==> config.mk <==
export PLATFORM = sky130hd
export DESIGN_NAME = spl_latch
export DESIGN_NICKNAME = d
export VERILOG_FILES = /design/src/spl_pkg.sv /design/src/spl_stream_if.sv /design/src/spl_fifo.sv /design/src/spl_latch.sv
export SDC_FILE = /design/constraint.sdc
export NUM_CORES = 1
export LEC_CHECK = 0
export ABC_AREA = 0
export ABC_CLOCK_PERIOD_IN_PS = 5500
export BUFFER_PORTS_ARGS = -buffer_cell sky130_fd_sc_hd__buf_2
export CORE_MARGIN = 1
export CORE_UTILIZATION = 45
export DETAILED_ROUTE_END_ITERATION = 6
export GPL_TIMING_DRIVEN = 0
export MAX_ROUTING_LAYER = met4
export SETUP_SLACK_MARGIN = 0.4
export SLEW_MARGIN = 10
export SYNTH_ARGS = -nofsm -noshare
export SYNTH_HDL_FRONTEND = slang
export SYNTH_SLANG_ARGS = --single-unit
==> constraint.sdc <==
create_clock -name ref_clk_i -period 5.5 [get_ports ref_clk_i]
set_clock_uncertainty 0.05 [all_clocks]
set_input_delay 0.55 -clock ref_clk_i [delete_from_list [all_inputs] [get_ports ref_clk_i]]
set_output_delay 0.55 -clock ref_clk_i [all_outputs]
set_load 0.01 [all_outputs]
==> src/spl_pkg.sv <==
// Purpose: Shared constants for the serial-to-parallel latch block.
// Assumes: One 40 MHz system clock; all pins sampled into that domain.
// Notes:   Pin indices describe the packed vector of sampled input pins.
`default_nettype none

package spl_pkg;

   // Register and buffer geometry
   localparam int unsigned SR_WIDTH      = 8;        // Shift and storage stages
   localparam int unsigned FIFO_DEPTH    = 8;        // Snapshot buffer words
   localparam int unsigned SYNC_STAGES   = 2;        // Flip-flops ahead of any pin logic

   // System clock
   localparam int unsigned CLK_PERIOD_NS = 25;       // 40 MHz reference clock

   // Positions of the pins inside the sampled pin vector
   localparam int unsigned PIN_COUNT     = 5;
   localparam int unsigned PIN_DATA      = 0;        // line_data_in
   localparam int unsigned PIN_SHIFT_CLK = 1;        // shift_clock
   localparam int unsigned PIN_CLEAR_N   = 2;        // shift_clear_n
   localparam int unsigned PIN_STORE_CLK = 3;        // storage clock
   localparam int unsigned PIN_OE_N      = 4;        // output enable, active low

   // Reset values
   localparam logic [PIN_COUNT-1:0] PIN_IDLE    = 5'h14;  // Clear and enable inactive
   localparam logic [SR_WIDTH-1:0]  SHIFT_RESET = 8'h00;  // Shift stages after reset
   localparam logic [SR_WIDTH-1:0]  STORE_RESET = 8'h00;  // Storage stages after reset
   localparam logic                 OE_N_RESET  = 1'h1;   // Outputs released after reset

endpackage : spl_pkg

`default_nettype wire

==> src/spl_stream_if.sv <==
// Purpose: Valid/ready word carrier between the latch core and its buffer.
// Assumes: Source and sink share one clock.
// Notes:   A word moves on a cycle where valid and ready are both high.
`default_nettype none

interface spl_stream_if #(
   parameter int unsigned WIDTH = spl_pkg::SR_WIDTH
);
   logic             valid;   // Source offers a word
   logic             ready;   // Sink can take a word
   logic [WIDTH-1:0] data;    // Word on offer

   // Producing side
   modport src (output valid, output data, input ready);
   // Consuming side
   modport snk (input valid, input data, output ready);
endinterface : spl_stream_if

`default_nettype wire

==> src/spl_fifo.sv <==
// Purpose: Small synchronous FIFO holding storage snapshots.
// Assumes: Sync active-high reset; DEPTH a power of two, at least 2.
// Notes:   Read data and both handshake outputs come from flip-flops.
`default_nettype none

module spl_fifo #(
   parameter int unsigned WIDTH = spl_pkg::SR_WIDTH,
   parameter int unsigned DEPTH = spl_pkg::FIFO_DEPTH
) (
   input  wire logic ref_clk_i,
   input  wire logic srst_i,
   spl_stream_if.snk fill,
   spl_stream_if.src drain
);

   localparam int unsigned PW = $clog2(DEPTH);       // Pointer width
   localparam int unsigned CW = $clog2(DEPTH + 1);   // Count width

   // Refuse shapes the pointer arithmetic cannot serve
   if (DEPTH < 2 || (1 << PW) != DEPTH) begin : g_bad_depth
      $error("spl_fifo: DEPTH must be a power of two of at least 2");
   end

   // All state of the buffer
   typedef struct packed {
      logic [DEPTH-1:0][WIDTH-1:0] mem;        // Storage words
      logic [PW-1:0]               wr;         // Write pointer
      logic [PW-1:0]               rd;         // Read pointer
      logic [CW-1:0]               cnt;        // Words held in memory
      logic                        in_ready;   // Room for one more word
      logic                        out_valid;  // Output register holds a word
      logic [WIDTH-1:0]            out_data;   // Output register
   } spl_fifo_state_t;

   localparam spl_fifo_state_t FIFO_RST = '{default: '0, in_ready: 1'b1};

   spl_fifo_state_t state_reg;   // Registered state
   spl_fifo_state_t state_next;  // Next state

   logic push;  // Word accepted on the fill side
   logic load;  // Word moved from memory to the output register

   // Next-state logic
   always_comb begin
      state_next = state_reg;
      push       = fill.valid & state_reg.in_ready;
      load       = (state_reg.cnt != '0) & (~state_reg.out_valid | drain.ready);
      // Write side
      if (push) begin
         state_next.mem[state_reg.wr] = fill.data;
         state_next.wr                = PW'(state_reg.wr + 1'b1);
      end
      // Read side into the output register
      if (load) begin
         state_next.out_data  = state_reg.mem[state_reg.rd];
         state_next.out_valid = 1'b1;
         state_next.rd        = PW'(state_reg.rd + 1'b1);
      end else if (drain.ready) begin
         state_next.out_valid = 1'b0;
      end
      // Occupancy and honest full
      state_next.cnt      = CW'(state_reg.cnt + CW'(push) - CW'(load));
      state_next.in_ready = (state_next.cnt != CW'(DEPTH));
      if (srst_i) begin
         state_next = FIFO_RST;
      end
   end

   // State register
   always_ff @(posedge ref_clk_i) begin
      state_reg <= state_next;
   end

   assign fill.ready  = state_reg.in_ready;
   assign drain.valid = state_reg.out_valid;
   assign drain.data  = state_reg.out_data;

endmodule : spl_fifo

`default_nettype wire

==> src/spl_latch.sv <==
// Purpose: Serial-in, parallel-out shift register with storage register.
// Assumes: Pins are asynchronous to ref_clk_i and much slower than it.
// Notes:   Pin clocks are sampled; their rising edges become one-cycle events.
//
// Notes on behaviour
// - Eight shift stages load a separate storage register
// - Eight storage bits drive releasable parallel outputs
// - Shift and storage registers have separate clocks
// - Low clear forces every shift stage zero
// - Serial cascade output feeds the next device
// - High enable releases outputs; low drives storage
// - Only rising clock edges have any effect
// - Shift edge loads data, stages move up
// - Storage edge copies all shift stages
// - Common edge stores old contents, then shifts
// - Tied clocks: storage trails shift by one
`default_nettype none

module spl_latch #(
   parameter int unsigned WIDTH      = spl_pkg::SR_WIDTH,
   parameter int unsigned FIFO_DEPTH = spl_pkg::FIFO_DEPTH
) (
   input  wire logic             ref_clk_i,               // 40 MHz system clock
   input  wire logic             srst_i,                  // Sync reset, active high
   input  wire logic             line_data_in_i,          // Serial data pin
   input  wire logic             shift_clock_i,           // Shift clock pin
   input  wire logic             shift_clear_n_i,         // Shift clear pin, active low
   input  wire logic             store_clock_i,           // Storage clock pin
   input  wire logic             out_enable_n_i,          // Output enable pin, active low
   output logic [WIDTH-1:0]      parallel_outputs_o,      // Storage register contents
   output logic [WIDTH-1:0]      parallel_outputs_oe_n_o, // Low while outputs driven
   output logic                  cascade_out_o,           // Last shift stage
   output logic [WIDTH-1:0]      snap_data_o,             // Buffered storage snapshot
   output logic                  snap_valid_o,            // Snapshot on offer
   input  wire logic             snap_ready_i,            // Snapshot taken
   output logic                  snap_room_o,             // Buffer can accept a word
   output logic                  snap_overflow_o,         // A snapshot was lost
   input  wire logic             overflow_clear_i         // Clears the lost flag
);

   // Refuse widths the shift path cannot serve
   if (WIDTH < 2) begin : g_bad_width
      $error("spl_latch: WIDTH must be at least 2");
   end

   // Refuse a sampling chain of other than exactly two flip-flops
   if (spl_pkg::SYNC_STAGES != 2) begin : g_bad_sync
      $error("spl_latch: pin sampling expects exactly two stages");
   end

   localparam int unsigned PC = spl_pkg::PIN_COUNT;

   // All state of the latch core
   typedef struct packed {
      logic [PC-1:0]    pin_meta;    // First sampling stage, read only by pin_sync
      logic [PC-1:0]    pin_sync;    // Second sampling stage, safe to use
      logic             shift_prev;  // Shift clock level one cycle back
      logic             store_prev;  // Storage clock level one cycle back
      logic [WIDTH-1:0] shift;       // Serial-in shift stages
      logic [WIDTH-1:0] store;       // Parallel storage stages
      logic [WIDTH-1:0] drive_n;     // Per-bit output enable, low drives
      logic             snap_valid;  // Snapshot offered to the buffer
      logic [WIDTH-1:0] snap_data;   // Snapshot word
      logic             overflow;    // Sticky lost-snapshot flag
   } spl_state_t;

   // Reset image: pins idle, registers empty, outputs released
   localparam spl_state_t STATE_RST = '{
      pin_meta:   spl_pkg::PIN_IDLE,
      pin_sync:   spl_pkg::PIN_IDLE,
      shift_prev: 1'b0,
      store_prev: 1'b0,
      shift:      WIDTH'(spl_pkg::SHIFT_RESET),
      store:      WIDTH'(spl_pkg::STORE_RESET),
      drive_n:    {WIDTH{spl_pkg::OE_N_RESET}},
      snap_valid: 1'b0,
      snap_data:  WIDTH'(spl_pkg::STORE_RESET),
      overflow:   1'b0
   };

   spl_state_t state_reg;   // Registered state
   spl_state_t state_next;  // Next state

   // Carriers to and from the snapshot buffer
   spl_stream_if #(.WIDTH(WIDTH)) snap_fill ();
   spl_stream_if #(.WIDTH(WIDTH)) snap_drain ();

   logic [PC-1:0] pins_raw;    // Pins gathered in package order
   logic          data_s;      // Sampled serial data
   logic          clear_n_s;   // Sampled clear, active low
   logic          oe_n_s;      // Sampled output enable, active low
   logic          shift_rise;  // One-cycle shift clock rising edge
   logic          store_rise;  // One-cycle storage clock rising edge

   // Gather the asynchronous pins into one vector
   always_comb begin
      pins_raw                         = '0;
      pins_raw[spl_pkg::PIN_DATA]      = line_data_in_i;
      pins_raw[spl_pkg::PIN_SHIFT_CLK] = shift_clock_i;
      pins_raw[spl_pkg::PIN_CLEAR_N]   = shift_clear_n_i;
      pins_raw[spl_pkg::PIN_STORE_CLK] = store_clock_i;
      pins_raw[spl_pkg::PIN_OE_N]      = out_enable_n_i;
   end

   // Decode the sampled pins; only the second stage is looked at
   always_comb begin
      data_s     = state_reg.pin_sync[spl_pkg::PIN_DATA];
      clear_n_s  = state_reg.pin_sync[spl_pkg::PIN_CLEAR_N];
      oe_n_s     = state_reg.pin_sync[spl_pkg::PIN_OE_N];
      // Low-to-high only; falling edges are ignored
      shift_rise = state_reg.pin_sync[spl_pkg::PIN_SHIFT_CLK] & ~state_reg.shift_prev;
      store_rise = state_reg.pin_sync[spl_pkg::PIN_STORE_CLK] & ~state_reg.store_prev;
   end

   // Next-state logic for the whole core
   always_comb begin
      state_next = state_reg;

      // Two-stage pin sampling
      state_next.pin_meta   = pins_raw;
      state_next.pin_sync   = state_reg.pin_meta;

      // Edge history, one per pin clock, kept apart
      state_next.shift_prev = state_reg.pin_sync[spl_pkg::PIN_SHIFT_CLK];
      state_next.store_prev = state_reg.pin_sync[spl_pkg::PIN_STORE_CLK];

      // Storage stage update reads the shift stages before this cycle's shift,
      // so a common edge stores the old contents
      if (store_rise) begin
         if (clear_n_s) begin
            // Parallel copy of every stage
            state_next.store = state_reg.shift;
         end else begin
            // Shift stages are held at zero, so zero is what gets copied
            state_next.store = '0;
         end
      end
      // Otherwise the storage register simply holds, clear or not

      // Shift stage update
      if (!clear_n_s) begin
         // Clear overrides data and clock, touches nothing else
         state_next.shift = '0;
      end else if (shift_rise) begin
         // New bit into stage 0, each stage takes its neighbour
         state_next.shift = {state_reg.shift[WIDTH-2:0], data_s};
      end

      // Output enable is the same for every bit
      state_next.drive_n = {WIDTH{oe_n_s}};

      // Offer each new storage image to the buffer for one cycle
      state_next.snap_valid = store_rise;
      if (store_rise) begin
         state_next.snap_data = state_next.store;
      end

      // A snapshot offered while the buffer is full is lost; set beats clear
      if (state_reg.snap_valid && !snap_fill.ready) begin
         state_next.overflow = 1'b1;
      end else if (overflow_clear_i) begin
         state_next.overflow = 1'b0;
      end

      // Synchronous reset wins over everything
      if (srst_i) begin
         state_next = STATE_RST;
      end
   end

   // State register
   always_ff @(posedge ref_clk_i) begin
      state_reg <= state_next;
   end

   // Fill side of the snapshot buffer
   assign snap_fill.valid = state_reg.snap_valid;
   assign snap_fill.data  = state_reg.snap_data;

   // Drain side is steered by the user
   assign snap_drain.ready = snap_ready_i;

   // Snapshot buffer
   spl_fifo #(
      .WIDTH (WIDTH),
      .DEPTH (FIFO_DEPTH)
   ) u_snap_fifo (
      .ref_clk_i (ref_clk_i),
      .srst_i    (srst_i),
      .fill      (snap_fill.snk),
      .drain     (snap_drain.src)
   );

   // Parallel outputs straight from the storage stages
   assign parallel_outputs_o      = state_reg.store;
   // Enable low drives, high releases every bit
   assign parallel_outputs_oe_n_o = state_reg.drive_n;
   // Last shift stage, independent of the enable
   assign cascade_out_o           = state_reg.shift[WIDTH-1];

   // Buffer status and data, all from flip-flops
   assign snap_data_o     = snap_drain.data;
   assign snap_valid_o    = snap_drain.valid;
   assign snap_room_o     = snap_fill.ready;
   assign snap_overflow_o = state_reg.overflow;

endmodule : spl_latch

`default_nettype wire

==> results by group <==
Status
  – Status: finished clean

Yosys
  – Synthesized area per cell: ~8.8 µm²
  – Net Count, Synth: a little under 600
  – Synth top cells by count: dfxtp_1, nand2_1, a21oi_1, o21ai_0, nor2_1
  – Mapped Area: between 5000 and 6000 µm²
  – Yosys top cell area share: around 49%
  – Library cells used by synthesis: 31
  – Most numerous cell in the Yosys netlist: dfxtp_1
  – Seq/Total Area, Yosys: a little under 50%
  – Post-Syn Instances: ~570
  – Ranking of synthesized cells by area: dfxtp_1, a21oi_1, nand2_1
  – Dominant cell type by area after synthesis: dfxtp_1
  – Flops & latches, synth: 123
  – Post-synth EDFFs: 0
  – Synth warnings: 0
  – FFs w/ async S/R, synth: 0%
  – Commonest register cell after synthesis: dfxtp_1

Die
  – Core area: 10900 µm²
  – Die Wd: 108 µm
  – Die Y-Extent: around 110 µm
  – Core Rows: 38
  – I/O pin count: 37
  – Initial core utilization: between 40% and 50%
  – Die Area: between 10000 and 15000 µm²

Clocking
  – H-Tree Depth: 4
  – # hold bufs at CTS: 0
  – Clock sink total: 123
  – Post_cts resized: 0
  – CTS tree: built
  – Setup bufs post-CTS: 0
  – Clk_lat worst skew: around 520 ps
  – Root Buffer: clkbuf_8
  – Clock-pin slew on the worst setup and hold paths: about 60 ps
  – CTS Buf Count: 17
  – Clock Tree Buf Depth: 2

STA
  – Final setup viols: 0
  – Setup TNS Final: 0 ps
  – Unrepaired setup endpoints after global routing: no
  – F_max: 332 MHz
  – Worst-Margin Slew: 619 ps
  – Slew headroom: about three fifths
  – Endpoints failing hold: 0
  – Max-slew violations: 0
  – Min Hold Slack: ~160 ps
  – Tcrit/Tclk final: a little over half
  – Setup ws final: 2490 ps
  – Tmin final: 3010 ps

Power
  – Total power: about 2.6 mW
  – Leakage power: 2.33 nW
  – Power Dens Cells: ~430 nW/µm²
  – Peak VDD IR: approximately 0.23 mV

GRT
  – Total track usage: ~22%
  – Global route hottest layer: met2
  – Met1 usage: a little over a quarter
  – Wire length of the first global-routing pass: roughly 19000 µm
  – GR Util met2: 36.0%
  – Grt total ovfl: 0
  – Antenna violations before repair: 0
  – Number of global-route vias before repair: around 3900
  – Met3 Track Usage GR: under 10%
  – Largest net degree at the start of global routing: 17

Finish
  – ANT cells: 0
  – # nets final: 645
  – Syn-to-layout area delta: 18.7%
  – Fin cells: around 780
  – Layout Utilization: 55.1%
  – Layout cell share with drive strength beyond 1: between 15 and 20%
  – Max reg flops: 74
  – Final instance area: 6000 µm²

Placed design
  – Placed cells: 749
  – Post-DP HPWL: approximately 8200 µm
  – Pre-CTS WS: about 2500 ps
  – Area post-placement: 5410 µm²
  – PortBufs: 35
  – Final RePlAce weighted congestion: approximately 0.79

Worst setup path
  – Worst setup SP type: flip-flop
  – Setup Crit Path Kind: flip-flop to flip-flop
  – Crit Path Max Fanout: 10
  – Critical Path AT: 3350 ps
  – R2R cell count: 12
  – Critical Path RT: roughly 5800 ps
  – Crit path capture type: flip-flop

Drt
  – Post-route ant nets: 0
  – Post-route DRC: 0
  – DRT Pass-1 Iters: 4
  – DR WL/cell: approximately 15 µm
  – Drt total wl: around 11000 µm
  – Via count: between 3000 and 4000
  – Initial drt markers: 231
  – Vias/cell: slightly above 5

Job
  – Max cap viols: 0

Min path
  – Worst hold path type: primary input to flip-flop
  – WHS Path Cells: 2
logic make-up after synthesis:
logic type                 count (synthesis)  share of synthesized area, %
DFF                                      123                          48.7
muxes                                     40                          9.90
and+or+nand+nor                          176                          15.2
adders and majority gates                  8                          2.13
buffers and inverters                     79                          8.36
xor gates and xnor gates                   5                         0.866
AOI/OAI and AO/OA                        143                          14.9
final cells by class:
| cell class | count | area (µm²) |
|---|---|---|
| fillers | 990 | 4880 |
| flip-flops and latches | 123 | 2460 |
| multi-input cells | 372 | 2170 |
| clock buffers | 22 | 483 |
| plain buffers | 70 | 389 |
| repair buffers | 35 | 175 |
| well taps | 140 | 175 |
| clock inverters | 10 | 114 |
| inverters | 9 | 33.8 |
routing by layer:
layer / up-vias / share of wire (%)
li1: 2023 / -
met3: 8 / 2.9
met1: 1863 / 47
met4: 0 / 0.78
met2: 65 / 49
met5: - / 0
cells in the final DEF (no fill, tap or decap):
cell        synthesis  final
a211oi_1            8      8
a21o_1              1      1
a21oi_1            77     77
a41oi_1             1      1
buf_1               4      4
buf_2               5     40
buf_4              24     24
buf_6               4      4
bufinv_16           0      2
clkbuf_1           33     33
clkbuf_16           0     16
clkbuf_8            0      6
clkinv_2            0      3
clkinv_4            0      1
clkinvlp_4          0      4
dfxtp_1           123    123
fa_1                1      1
ha_1                7      7
inv_1               9      9
mux2i_1            32     32
mux4_2              8      8
nand2_1            95     95
nand2_2             1      1
nand2b_1            9      9
nand3_1             2      2
nand3_2             1      1
nand3b_1            2      2
nor2_1             36     36
nor2b_1            12     12
nor3_1              9      9
o21ai_0            48     48
o22ai_1             8      8
or2_2               6      6
or3_1               2      2
or3b_2              1      1
xnor2_1             3      3
xor2_1              2      2
critical path: stages (launching register included):
cell,delay [ps]
dfxtp_1,290
inv_1,70
ha_1,170
or3b_2,480
nand2_2,200
inv_1,90
buf_2,200
ha_1,290
inv_1,40
ha_1,190
fa_1,470
nor3_1,210
nand3b_1,120
report_power, final:
group	switching [mW]	internal [mW]	leakage, nW
Clock	0.393	0.702	0.285
Sequential	0.0292	0.946	0.996
Combinational	0.271	0.226	1.05
Total	0.693	1.88	2.33
final timing paths:
check                            start                     end  slack (ps)
min reg2reg              state_reg[34]         snap_fill.valid         360
min                    shift_clear_n_i           state_reg[43]         160
max          u_snap_fifo.state_reg[12]  u_snap_fifo.fill.ready        2490
max reg2reg  u_snap_fifo.state_reg[12]  u_snap_fifo.fill.ready        2490
(Power assumes the default switching activity.)
